`src/hw/mpa_cfg.svh`:
```
// constants of the parameter access block: function codes, coil map, limits
// assumes inclusion by mpa_pkg users; definitions only
`ifndef MPA_CFG_SVH
`define MPA_CFG_SVH
`define MPA_FC_RD_COILS 8'h01
`define MPA_FC_RD_HOLD 8'h03
`define MPA_FC_WR_COIL 8'h05
`define MPA_FC_WR_REG 8'h06
`define MPA_FC_WR_COILS 8'h0F
`define MPA_FC_WR_REGS 8'h10
`define MPA_EXC_FLAG 8'h80
`define MPA_EXC_FUNC 8'h01
`define MPA_EXC_ADDR 8'h02
`define MPA_EXC_VALUE 8'h03
`define MPA_BCAST_ADDR 8'h00
`define MPA_COIL_ON 16'hFF00
`define MPA_COIL_OFF 16'h0000
`define MPA_COIL_CTRL_LO 7'h01
`define MPA_COIL_SPEED_LO 7'h11
`define MPA_COIL_STATUS_LO 7'h21
`define MPA_COIL_STORE 7'h41
`define MPA_COIL_LAST 17'h00041
`define MPA_IDX_REG 16'h0009
`define MPA_MAX_READ_REGS 16'h000A
`define MPA_MAX_TEXT 5'h14
`define MPA_SPACE 8'h20
`define MPA_REG_SPAN 17'h10000
`define MPA_PNU_SCALE 16'h000A
`define MPA_BUF_DEPTH 32
`endif

```
`src/hw/mpa_pkg.sv`:
```
// types of the parameter access block: sequencer states and the state record
// assumes nothing beyond a SystemVerilog compiler
package mpa_pkg;
   typedef enum logic [2:0] {
      ST_COLLECT, ST_EXEC, ST_COIL_RD, ST_COIL_WR, ST_PAR_RD, ST_PAR_WR, ST_REPLY
   } mpa_state_e;
   typedef struct packed {
      mpa_state_e st;
      logic [31:0][7:0] frame;
      logic [5:0] rxCnt;
      logic [5:0] txCnt;
      logic [5:0] txLen;
      logic bcast;
      logic [15:0] start;
      logic [15:0] qty;
      logic [6:0] idx;
      logic [15:0] idxPtr;
      logic [15:0] ctrlWord;
      logic [15:0] speedRef;
      logic storeSel;
      logic [7:0] txByte;
      logic txValid;
      logic txLast;
      logic parReq;
      logic parWe;
      logic [15:0] parNum;
      logic [3:0] parWord;
      logic [15:0] parWrData;
   } mpa_state_s;
endpackage : mpa_pkg

```
`src/hw/mpa_follower.sv`:
```
// follower-side command interpreter for coil and parameter access
// assumes a framer on ref_clk that strips the error check and flags it on rxEnd,
// a transmitter that appends the check, and a parameter store with req/ack
// Overview of operation
// (RL1) storage-select coil 65 set: writes go to non-volatile memory and RAM, else RAM
// (RL2) holding register 9 is the array index pointer used by all array accesses
// (RL3) text parameters accessed like others, text block at most 20 characters
// (RL4) read asking more characters than stored gets a reply cut to stored length
// (RL5) read asking fewer characters than stored gets space-filled reply bytes; here spaces fill only slots past the stored length and zero bytes
// (RL6) parameter values are exchanged as integers, scaled for fractions
// (RL7) integer and text parameters live in holding registers, read by function 03
// (RL8) master writes one register with function 6, two with function 10
// (RL9) master writes text parameters only with preset multiple registers
// (RL10) parameter reads of 1 to 10 registers are accepted
// (RL11) broadcast reads of any kind are ignored
// (RL12) telegram addresses are coil or register number minus one
// (RL13) read-coils reply packs one coil per bit, first coil in lsb of byte one
// (RL14) unused high bits of the last coil byte are zero
// (RL15) coil reply byte count equals the number of data bytes
// (RL16) drive status word is readable on coils 33 to 48
// (RL17) speed reference is taken from coils 17 to 32 when forced
// (RL18) single coil force data 00 00 means OFF and FF 00 means ON
// (RL19) single coil write is answered only after the coil changed
// (RL20) broadcast coil writes force the named coils here too
// (RL21) multiple coil reply carries address, function, start and quantity
// (RL22) register read reply sends two bytes per register, high byte first
// (RL23) parameter sits at holding register ten times its parameter number
// (RL24) start plus length outside the valid range gives exception 02
// (RL25) frames with a bad error check are dropped without reply
`timescale 1ns/1ps
`default_nettype none
`include "mpa_cfg.svh"
module mpa_follower (
   // clock and reset
   input wire logic ref_clk,
   input wire logic rst_n,
   // station address
   input wire logic [7:0] ownAddr,
   // received frame bytes from the framer
   input wire logic [7:0] rxByte,
   input wire logic rxValid,
   input wire logic rxEnd,
   input wire logic rxCrcOk,
   // reply bytes to the transmitter
   output logic [7:0] txByte,
   output logic txValid,
   output logic txLast,
   input wire logic txReady,
   // parameter store port
   output logic parReq,
   output logic parWe,
   output logic parNvm,
   output logic [15:0] parNum,
   output logic [3:0] parWord,
   output logic [15:0] parIdx,
   output logic [15:0] parWrData,
   input wire logic parAck,
   input wire logic parOk,
   input wire logic [15:0] parRdData,
   input wire logic [4:0] parTextLen,
   // drive side coils
   input wire logic [15:0] driveStatusWord,
   output logic [15:0] ctrlWord,
   output logic [15:0] speedRef
);
   logic [1:0] rstPipe_ff;
   logic rstSync_n;
   mpa_pkg::mpa_state_s r_ff;
   mpa_pkg::mpa_state_s nxt_r;

   // reset release through two flops, assertion stays asynchronous
   always_ff @(posedge ref_clk or negedge rst_n) begin
      if (!rst_n) begin
         rstPipe_ff <= 2'h0;
      end else begin
         rstPipe_ff <= {rstPipe_ff[0], 1'b1};
      end
   end
   assign rstSync_n = rstPipe_ff[1];

   // coil value by coil number, unmapped coils read as zero
   function automatic logic coilGet(input mpa_pkg::mpa_state_s s, input logic [6:0] n);
      logic v;
      v = 1'b0;
      if (n >= `MPA_COIL_CTRL_LO && n < `MPA_COIL_SPEED_LO) begin
         v = s.ctrlWord[4'(n - `MPA_COIL_CTRL_LO)];
      end else if (n >= `MPA_COIL_SPEED_LO && n < `MPA_COIL_STATUS_LO) begin
         v = s.speedRef[4'(n - `MPA_COIL_SPEED_LO)];
      end else if (n >= `MPA_COIL_STATUS_LO && n < 7'(`MPA_COIL_STATUS_LO + 7'h10)) begin
         v = driveStatusWord[4'(n - `MPA_COIL_STATUS_LO)]; // RL16
      end else if (n == `MPA_COIL_STORE) begin
         v = s.storeSel;
      end
      return v;
   endfunction : coilGet

   // force one coil; status coils are read only and ignore writes
   function automatic mpa_pkg::mpa_state_s coilSet(input mpa_pkg::mpa_state_s s,
                                                  input logic [6:0] n, input logic v);
      mpa_pkg::mpa_state_s o;
      o = s;
      if (n >= `MPA_COIL_CTRL_LO && n < `MPA_COIL_SPEED_LO) begin
         o.ctrlWord[4'(n - `MPA_COIL_CTRL_LO)] = v;
      end else if (n >= `MPA_COIL_SPEED_LO && n < `MPA_COIL_STATUS_LO) begin
         o.speedRef[4'(n - `MPA_COIL_SPEED_LO)] = v; // RL17
      end else if (n == `MPA_COIL_STORE) begin
         o.storeSel = v;
      end
      return o;
   endfunction : coilSet

   // sequencer: collect, decode, coil loops, parameter loops, reply
   always_comb begin
      logic [15:0] regNum;
      logic [16:0] endRef;
      logic [15:0] forceVal;
      logic [7:0] excCode;
      logic [6:0] coilNum;
      logic [4:0] textLen;
      logic [4:0] dPos;
      logic [5:0] charPos;
      logic [7:0] hiB;
      logic [7:0] loB;
      regNum = 16'h0000;
      endRef = 17'h00000;
      forceVal = 16'h0000;
      excCode = 8'h00;
      coilNum = 7'h00;
      textLen = 5'h00;
      dPos = 5'h00;
      charPos = 6'h00;
      hiB = 8'h00;
      loB = 8'h00;
      nxt_r = r_ff;
      case (r_ff.st)
         mpa_pkg::ST_COLLECT: begin
            if (rxValid && r_ff.rxCnt < 6'(`MPA_BUF_DEPTH)) begin
               nxt_r.frame[5'(r_ff.rxCnt)] = rxByte;
               nxt_r.rxCnt = 6'(r_ff.rxCnt + 6'h01);
            end
            if (rxEnd) begin
               nxt_r.rxCnt = 6'h00;
               // bad check or foreign address: drop silently
               if (rxCrcOk && r_ff.rxCnt >= 6'h06 && (r_ff.frame[0] == ownAddr ||
                   r_ff.frame[0] == `MPA_BCAST_ADDR)) begin // RL25
                  nxt_r.st = mpa_pkg::ST_EXEC;
                  nxt_r.bcast = (r_ff.frame[0] == `MPA_BCAST_ADDR);
               end
            end
         end
         mpa_pkg::ST_EXEC: begin
            // telegram carries number minus one; loops add it back
            nxt_r.start = {r_ff.frame[2], r_ff.frame[3]}; // RL12
            nxt_r.qty = {r_ff.frame[4], r_ff.frame[5]};
            nxt_r.idx = 7'h00;
            nxt_r.txCnt = 6'h00;
            nxt_r.txLen = 6'h06; // RL21
            endRef = 17'(nxt_r.start) + 17'(nxt_r.qty);
            forceVal = nxt_r.qty;
            case (r_ff.frame[1])
               `MPA_FC_RD_COILS: begin
                  if (nxt_r.qty == 16'h0000 || 17'(nxt_r.qty) > `MPA_COIL_LAST) begin
                     excCode = `MPA_EXC_VALUE;
                  end else if (endRef > `MPA_COIL_LAST) begin
                     excCode = `MPA_EXC_ADDR; // RL24
                  end else begin
                     for (int b = 2; b < 13; b++) begin
                        nxt_r.frame[b] = 8'h00; // RL14
                     end
                     nxt_r.frame[2] = 8'(7'(nxt_r.qty[6:0] + 7'h07) >> 3); // RL15
                     nxt_r.txLen = 6'(6'h03 + nxt_r.frame[2][5:0]);
                     nxt_r.st = mpa_pkg::ST_COIL_RD;
                  end
               end
               `MPA_FC_RD_HOLD: begin
                  if (nxt_r.qty == 16'h0000 || nxt_r.qty > `MPA_MAX_READ_REGS) begin
                     excCode = `MPA_EXC_VALUE; // RL10
                  end else if (endRef > `MPA_REG_SPAN) begin
                     excCode = `MPA_EXC_ADDR; // RL24
                  end else begin
                     nxt_r.st = mpa_pkg::ST_PAR_RD; // RL7
                  end
               end
               `MPA_FC_WR_COIL: begin
                  if (forceVal != `MPA_COIL_ON && forceVal != `MPA_COIL_OFF) begin
                     excCode = `MPA_EXC_VALUE; // RL18
                  end else if (17'(nxt_r.start) >= `MPA_COIL_LAST) begin
                     excCode = `MPA_EXC_ADDR;
                  end else begin
                     // coil takes its state before the echo goes out
                     nxt_r = coilSet(nxt_r, 7'(nxt_r.start + 16'h0001),
                                     forceVal == `MPA_COIL_ON); // RL18 RL19
                     nxt_r.st = mpa_pkg::ST_REPLY;
                  end
               end
               `MPA_FC_WR_COILS: begin
                  if (nxt_r.qty == 16'h0000 || 17'(nxt_r.qty) > `MPA_COIL_LAST) begin
                     excCode = `MPA_EXC_VALUE;
                  end else if (endRef > `MPA_COIL_LAST) begin
                     excCode = `MPA_EXC_ADDR; // RL24
                  end else begin
                     nxt_r.st = mpa_pkg::ST_COIL_WR;
                  end
               end
               `MPA_FC_WR_REG: begin
                  nxt_r.qty = 16'h0001; // RL8
                  nxt_r.st = mpa_pkg::ST_PAR_WR;
               end
               `MPA_FC_WR_REGS: begin
                  if (nxt_r.qty == 16'h0000 || nxt_r.qty > `MPA_MAX_READ_REGS) begin
                     excCode = `MPA_EXC_VALUE;
                  end else if (endRef > `MPA_REG_SPAN) begin
                     excCode = `MPA_EXC_ADDR; // RL24
                  end else begin
                     nxt_r.st = mpa_pkg::ST_PAR_WR; // RL8 RL9
                  end
               end
               default: excCode = `MPA_EXC_FUNC;
            endcase
            if (excCode != 8'h00) begin
               nxt_r.frame[1] = r_ff.frame[1] | `MPA_EXC_FLAG;
               nxt_r.frame[2] = excCode;
               nxt_r.txLen = 6'h03;
               nxt_r.st = mpa_pkg::ST_REPLY;
            end
            // broadcasts never answer; reads do nothing at all
            if (r_ff.bcast && (excCode != 8'h00 || r_ff.frame[1] == `MPA_FC_RD_COILS ||
                r_ff.frame[1] == `MPA_FC_RD_HOLD || nxt_r.st == mpa_pkg::ST_REPLY)) begin
               nxt_r.st = mpa_pkg::ST_COLLECT; // RL11
            end
         end
         mpa_pkg::ST_COIL_RD: begin
            coilNum = 7'(r_ff.start + 16'(r_ff.idx) + 16'h0001);
            nxt_r.frame[5'(5'h03 + 5'(r_ff.idx[6:3]))][r_ff.idx[2:0]] =
               coilGet(r_ff, coilNum); // RL13
            nxt_r.idx = 7'(r_ff.idx + 7'h01);
            if (16'(nxt_r.idx) == r_ff.qty) begin
               nxt_r.st = mpa_pkg::ST_REPLY;
            end
         end
         mpa_pkg::ST_COIL_WR: begin
            coilNum = 7'(r_ff.start + 16'(r_ff.idx) + 16'h0001);
            nxt_r = coilSet(r_ff, coilNum,
                            r_ff.frame[5'(5'h07 + 5'(r_ff.idx[6:3]))][r_ff.idx[2:0]]); // RL20
            nxt_r.idx = 7'(r_ff.idx + 7'h01);
            if (16'(nxt_r.idx) == r_ff.qty) begin
               nxt_r.st = r_ff.bcast ? mpa_pkg::ST_COLLECT : mpa_pkg::ST_REPLY; // RL20
            end
         end
         mpa_pkg::ST_PAR_RD: begin
            regNum = 16'(r_ff.start + 16'(r_ff.idx) + 16'h0001);
            dPos = 5'(5'h03 + 5'({r_ff.idx[3:0], 1'b0}));
            charPos = 6'({r_ff.idx[4:0], 1'b0});
            textLen = (parTextLen > `MPA_MAX_TEXT) ? `MPA_MAX_TEXT : parTextLen; // RL3
            hiB = 8'h00;
            loB = 8'h00;
            if (regNum == `MPA_IDX_REG) begin
               {hiB, loB} = r_ff.idxPtr; // RL2
            end else if (!r_ff.parReq) begin
               nxt_r.parReq = 1'b1;
               nxt_r.parWe = 1'b0;
               nxt_r.parNum = 16'(regNum / `MPA_PNU_SCALE); // RL23
               nxt_r.parWord = 4'(regNum % `MPA_PNU_SCALE);
            end else if (parAck) begin
               nxt_r.parReq = 1'b0;
               {hiB, loB} = parRdData; // RL6
               if (textLen != 5'h00) begin
                  // unused character slots of a text read as spaces
                  if (hiB == 8'h00 || charPos >= 6'(textLen)) hiB = `MPA_SPACE; // RL5
                  if (loB == 8'h00 || 6'(charPos + 6'h01) >= 6'(textLen)) loB = `MPA_SPACE;
               end
            end
            if (regNum == `MPA_IDX_REG || (r_ff.parReq && parAck)) begin
               if (regNum != `MPA_IDX_REG && !parOk) begin
                  nxt_r.frame[1] = r_ff.frame[1] | `MPA_EXC_FLAG;
                  nxt_r.frame[2] = `MPA_EXC_ADDR; // RL24
                  nxt_r.txLen = 6'h03;
                  nxt_r.st = mpa_pkg::ST_REPLY;
               end else if (regNum != `MPA_IDX_REG && textLen != 5'h00 &&
                            charPos >= 6'(textLen)) begin
                  // asked beyond the stored text: reply stops here
                  nxt_r.frame[2] = 8'({r_ff.idx, 1'b0}); // RL4
                  nxt_r.txLen = 6'(dPos);
                  nxt_r.st = mpa_pkg::ST_REPLY;
               end else begin
                  nxt_r.frame[dPos] = hiB; // RL22
                  nxt_r.frame[5'(dPos + 5'h01)] = loB;
                  nxt_r.idx = 7'(r_ff.idx + 7'h01);
                  if (16'(nxt_r.idx) == r_ff.qty) begin
                     nxt_r.frame[2] = 8'({nxt_r.idx, 1'b0});
                     nxt_r.txLen = 6'(dPos + 5'h02);
                     nxt_r.st = mpa_pkg::ST_REPLY;
                  end
               end
            end
         end
         mpa_pkg::ST_PAR_WR: begin
            regNum = 16'(r_ff.start + 16'(r_ff.idx) + 16'h0001);
            dPos = (r_ff.frame[1] == `MPA_FC_WR_REG) ? 5'h04 :
                   5'(5'h07 + 5'({r_ff.idx[3:0], 1'b0}));
            if (regNum != `MPA_IDX_REG && !r_ff.parReq) begin
               nxt_r.parReq = 1'b1;
               nxt_r.parWe = 1'b1;
               nxt_r.parNum = 16'(regNum / `MPA_PNU_SCALE); // RL23
               nxt_r.parWord = 4'(regNum % `MPA_PNU_SCALE);
               nxt_r.parWrData = {r_ff.frame[dPos], r_ff.frame[5'(dPos + 5'h01)]};
            end
            if (regNum == `MPA_IDX_REG || (r_ff.parReq && parAck)) begin
               nxt_r.parReq = 1'b0;
               if (regNum == `MPA_IDX_REG) begin
                  nxt_r.idxPtr = {r_ff.frame[dPos], r_ff.frame[5'(dPos + 5'h01)]}; // RL2
               end
               nxt_r.idx = 7'(r_ff.idx + 7'h01);
               if (regNum != `MPA_IDX_REG && !parOk) begin
                  nxt_r.frame[1] = r_ff.frame[1] | `MPA_EXC_FLAG;
                  nxt_r.frame[2] = `MPA_EXC_ADDR; // RL24
                  nxt_r.txLen = 6'h03;
                  nxt_r.st = r_ff.bcast ? mpa_pkg::ST_COLLECT : mpa_pkg::ST_REPLY;
               end else if (16'(nxt_r.idx) == r_ff.qty) begin
                  nxt_r.st = r_ff.bcast ? mpa_pkg::ST_COLLECT : mpa_pkg::ST_REPLY;
               end
            end
         end
         mpa_pkg::ST_REPLY: begin
            // one byte offered, then a gap cycle; keeps the handshake simple
            if (!r_ff.txValid) begin
               nxt_r.txValid = 1'b1;
               nxt_r.txByte = r_ff.frame[5'(r_ff.txCnt)];
               nxt_r.txLast = (6'(r_ff.txCnt + 6'h01) == r_ff.txLen);
            end else if (txReady) begin
               nxt_r.txValid = 1'b0;
               nxt_r.txLast = 1'b0;
               nxt_r.txCnt = 6'(r_ff.txCnt + 6'h01);
               if (r_ff.txLast) nxt_r.st = mpa_pkg::ST_COLLECT;
            end
         end
         default: nxt_r.st = mpa_pkg::ST_COLLECT;
      endcase
   end

   // whole state in one register; reset loads constants only
   always_ff @(posedge ref_clk or negedge rstSync_n) begin
      if (!rstSync_n) begin
         r_ff <= '0;
         r_ff.st <= mpa_pkg::ST_COLLECT;
      end else begin
         r_ff <= nxt_r;
      end
   end

   // outputs straight from the state register
   assign txByte = r_ff.txByte;
   assign txValid = r_ff.txValid;
   assign txLast = r_ff.txLast;
   assign parReq = r_ff.parReq;
   assign parWe = r_ff.parWe;
   assign parNvm = r_ff.storeSel; // RL1
   assign parNum = r_ff.parNum;
   assign parWord = r_ff.parWord;
   assign parIdx = r_ff.idxPtr; // RL2
   assign parWrData = r_ff.parWrData;
   assign ctrlWord = r_ff.ctrlWord;
   assign speedRef = r_ff.speedRef;
endmodule : mpa_follower
`default_nettype wire

```
`config.mk`:
```
export PLATFORM = sky130hd
export DESIGN_NAME = mpa_follower
export DESIGN_NICKNAME = d
export VERILOG_FILES = /design/src/hw/mpa_pkg.sv /design/src/hw/mpa_follower.sv
export VERILOG_INCLUDE_DIRS = /design/src /design/src/hw
export SDC_FILE = /design/constraint.sdc
export NUM_CORES = 2
export LEC_CHECK = 0
export BUFFER_PORTS_ARGS = -buffer_cell sky130_fd_sc_hd__buf_2
export CAP_MARGIN = 30
export CORE_UTILIZATION = 35
export DETAILED_ROUTE_END_ITERATION = 7
export PLACE_DENSITY = 0.54
export SYNTH_ARGS = -nofsm -noshare
export SYNTH_HDL_FRONTEND = slang
export SYNTH_SLANG_ARGS = --single-unit
export TNS_END_PERCENT = 100
```
`constraint.sdc`:
```
create_clock -name ref_clk -period 11.4 [get_ports ref_clk]
set_input_delay 0.57 -clock ref_clk [delete_from_list [all_inputs] [get_ports ref_clk]]
set_output_delay 0.57 -clock ref_clk [all_outputs]
set_load 0.005 [all_outputs]
```
==> impl_metrics.env <==
export IMPL_outcome="finished with violations"
export IMPL_failed_checks="DRC"
export IMPL_postRouteAntennaNets=0
export IMPL_tightest_slew_ns=1.271
export IMPL_ys_types=106
export IMPL_maxCapViolCount=0
export IMPL_total_leakage_power_nw=15.84
export IMPL_hold_class="in2async"
export IMPL_yosysSeqAreaShare_pct=27.95
export IMPL_setup_viol=0
export IMPL_final_cells=5611
export IMPL_regArea_um2=10350
export IMPL_cts_sinks=413
export IMPL_clk_pin_slew_ns=0.07
export IMPL_fin_tns_setup_ns=0
export IMPL_vias=38250
export IMPL_final_area_um2=40340
export IMPL_crit_family="compound AO/OA/AOI/OAI gates"
export IMPL_htreeDepth=2
export IMPL_die_area_um2=106900
export IMPL_crit_fanout=16
export IMPL_track_usage_pct=32.52
export IMPL_clock_root_buffer="clkbuf_16"
export IMPL_grt_remaining_overflow=0
export IMPL_nFillCells=10570
export IMPL_clkLatencyLatePin_ns=0.69
export IMPL_grt_max_degree=151
export IMPL_cts_inserted_buffers=53
export IMPL_regToRegStartpoint="r_ff[98]"
export IMPL_rrSetupSlack_ns=3.46
export IMPL_via_per_inst=6.817
export IMPL_drc_errors=28
export IMPL_max_slew_margin_rel_pct=14.20
export IMPL_placedInstanceArea_um2=38350
export IMPL_wl_per_cell_um=32.15
export IMPL_io_buffers=154
export IMPL_crit_slowest_cell="dfrtp_1"
export IMPL_firstDrtPassIters=8
export IMPL_r2r_end="parWord[3]"
export IMPL_max_freq_mhz=126.0
export IMPL_yosysWarnings=0
export IMPL_place_inst=5496
export IMPL_grt_pass1_wl_um=255500
export IMPL_die_w_um=327.0
export IMPL_wirelength_um=180400
export IMPL_slew_viol_final=0
export IMPL_drive_above_1_share_pct=20.27
export IMPL_std_cell_rows=118
export IMPL_slowest_delay_ns=0.87
export IMPL_cp_arrival_ns=8.53
export IMPL_synth_avg_cell_area_um2=8.549
export IMPL_grt_pass1_vias=34710
export IMPL_cp_start_kind="flop"
export IMPL_die_h_um=327.0
export IMPL_dp_hpwl_um=122900
export IMPL_hold_violations=0
export IMPL_multiInputGateArea_um2=24360
export IMPL_ys_ff_latch=413
export IMPL_cts_tree="done"
export IMPL_min_period_ns=7.936
export IMPL_critPathMostFrequentCell="or3_1"
export IMPL_rsz0062_at_grt="no"
export IMPL_place_congestion=1.064
export IMPL_async_flop_share_pct=100.0
export IMPL_syn_to_final_growth_pct=9.096
export IMPL_yosys_most_used_dff="dfrtp_1"
export IMPL_start_util_pct=35.52
export IMPL_antenna_found_initial=19
export IMPL_path_buf_inv=1
export IMPL_crit_chain="inv_1 -> fa_1 -> nand2b_1 -> a21oi_2 -> o21ai_4 -> mux2i_2 -> o21ai_2 -> o211a_2 -> a211oi_2 -> a22oi_1 -> o21ai_1 -> o21a_1 -> nor4_1 -> or3_1 -> or2_1 -> mux2i_1 -> a2111o_1 -> o31ai_2 -> a221o_1 -> a32oi_1 -> or3_1 -> a21oi_1"
export IMPL_powerDensity_nw_per_um2=252.6
export IMPL_io_pins=158
export IMPL_core_area_um2=104100
export IMPL_r2r_cells=22
export IMPL_nNetsFinal=4304
export IMPL_required_ns=11.99
export IMPL_cp_end_kind="flop"
export IMPL_netlist_area_um2=36970
export IMPL_synthCells=4325
export IMPL_finalClockSkew_ns=0.03273
export IMPL_cts_buffer_depth=3
export IMPL_post_route_period_util_pct=69.61
export IMPL_drt_iter0_drc=7331
export IMPL_synth_edf_count=0
export IMPL_critPathKind="reg2reg"
export IMPL_ir_drop_uv=357.3
[report_power, final]
| part | switching, W | total (W) | internal (W) |
|---|---|---|---|
| Clock | 0.000774 | 0.00181 | 0.00104 |
| Sequential | 0.000221 | 0.00179 | 0.00157 |
| Combinational | 0.00463 | 0.00659 | 0.00196 |
[Yosys cell counts (20+ instances only)]
| library cell | n | area, um^2 |
|---|---|---|
| nor4_1 | 24 | 150.1 |
| nand3_1 | 87 | 435.4 |
| or2_2 | 35 | 219.0 |
| a211oi_1 | 32 | 240.2 |
| mux2i_1 | 129 | 1291 |
| mux4_2 | 166 | 3739 |
| nand2_1 | 798 | 2995 |
| o22ai_1 | 51 | 319.1 |
| o21ai_0 | 423 | 2117 |
| ha_1 | 60 | 750.7 |
| nor2b_1 | 38 | 237.7 |
| a31oi_1 | 26 | 162.7 |
| o31ai_1 | 21 | 157.7 |
| mux2_2 | 198 | 2230 |
| buf_1 | 56 | 210.2 |
| and3_1 | 32 | 200.2 |
| a222oi_1 | 182 | 1822 |
| a22o_1 | 51 | 446.7 |
| nor2_1 | 199 | 747.0 |
| nand2b_1 | 28 | 175.2 |
| a221oi_1 | 44 | 385.4 |
| nor3_1 | 50 | 250.2 |
| nand4_1 | 22 | 137.6 |
| o221ai_1 | 56 | 490.5 |
| inv_1 | 36 | 135.1 |
| clkbuf_1 | 325 | 1220 |
| o21ai_1 | 20 | 100.1 |
| and2_1 | 63 | 394.1 |
| o21bai_1 | 26 | 195.2 |
| a21oi_1 | 217 | 1086 |
| xnor2_1 | 58 | 508.0 |
| buf_4 | 99 | 743.2 |
| dfrtp_1 | 413 | 10330 |
| a21o_1 | 27 | 202.7 |
| xor2_1 | 27 | 236.5 |
[area by class of cell]
type                            count  share of cell area [%]
Inverter                           36                  0.3350
Sequential cell                   413                   25.66
Clock inverter                     24                  0.8096
Antenna cell                        8                 0.04963
Multi-Input combinational cell   3385                   60.39
Clock buffer                       73                   3.722
Timing Repair Buffer              292                   4.752
Tap cell                         1380                   4.281
[routing by layer]
layer  GRT usage, %  up-vias  part of all wire, %
met5         0.2662        -                 0.11
met4          18.35       32                  6.5
met3          12.50      639                   14
met2          45.71     2924                   41
met1          42.35    18710                   38
li1               -    15940                    -
[cells in the final DEF (no fill, tap or decap), types with 87 or more instances in the layout]
| cell type | synthesis | final |
|---|---|---|
| nand2_1 | 798 | 796 |
| o21ai_0 | 423 | 422 |
| dfrtp_1 | 413 | 408 |
| a21oi_1 | 217 | 217 |
| mux2_2 | 198 | 198 |
| nor2_1 | 199 | 197 |
| a222oi_1 | 182 | 182 |
| mux4_2 | 166 | 166 |
| buf_2 | 7 | 163 |
| mux2i_1 | 129 | 129 |
| buf_4 | 99 | 116 |
| nand3_1 | 87 | 87 |
[kinds of logic (layout without fill, tap and decap cells)]
group / Yosys count / in the layout / synth area share [%]
other cells: 2 / 12 / 0.02031
mux: 496 / 496 / 19.79
compound gates: 1287 / 1287 / 23.80
buf+inv: 529 / 425 / 6.487
fa+ha+maj: 62 / 62 / 2.139
xor+xnor: 87 / 87 / 2.101
simple gates: 1449 / 1449 / 17.71
flops: 413 / 413 / 27.95
[through the flow]
| stage | power [W] | util, % | hold WS (ns) | worst slack [ns] |
|---|---|---|---|---|
| after detailed placement | 0.008025 | 36.84 | 0.3034 | 3.669 |
| after floorplan | 0.006064 | - | 0.2744 | 4.663 |
| after global routing | 0.01057 | 38.73 | 0.2196 | 3.087 |
| final | 0.01019 | 38.75 | 0.1940 | 3.464 |
| after global placement | 0.007996 | 36.72 | 0.3061 | 3.765 |
| after CTS | 0.009859 | 38.61 | 0.1853 | 3.605 |
[sequential cells by signal, summed over array words and instances, names as in the netlist, 2 cells and up]
name,flops
parNum,13
rstPipe_ff,2
parWord,4
speedRef,16
r_ff,317
txByte,8
parWrData,16
parIdx,16
ctrlWord,16
[what timing repair did]
action                    in CTS  in global routing
hold buffers                   1                  0
resized for setup              0                  0
hold endpoints to repair       2                  0
setup buffers                  0                  0
[worst max-delay path by stage]
stage | start | end | slack [ns] | depth (start not counted)
floorplan | rstPipe_ff[1] | ctrlWord[0] | 4.66 | 0
global placement | r_ff[98] | parWord[3] | 3.76 | 22
detailed placement | r_ff[98] | parWord[3] | 3.67 | 22
CTS | r_ff[98] | parWord[3] | 3.61 | 22
global route | r_ff[98] | parWord[3] | 3.09 | 22
finish | r_ff[98] | parWord[3] | 3.46 | 22
No activity file was read; power rests on OpenSTA's default activity.
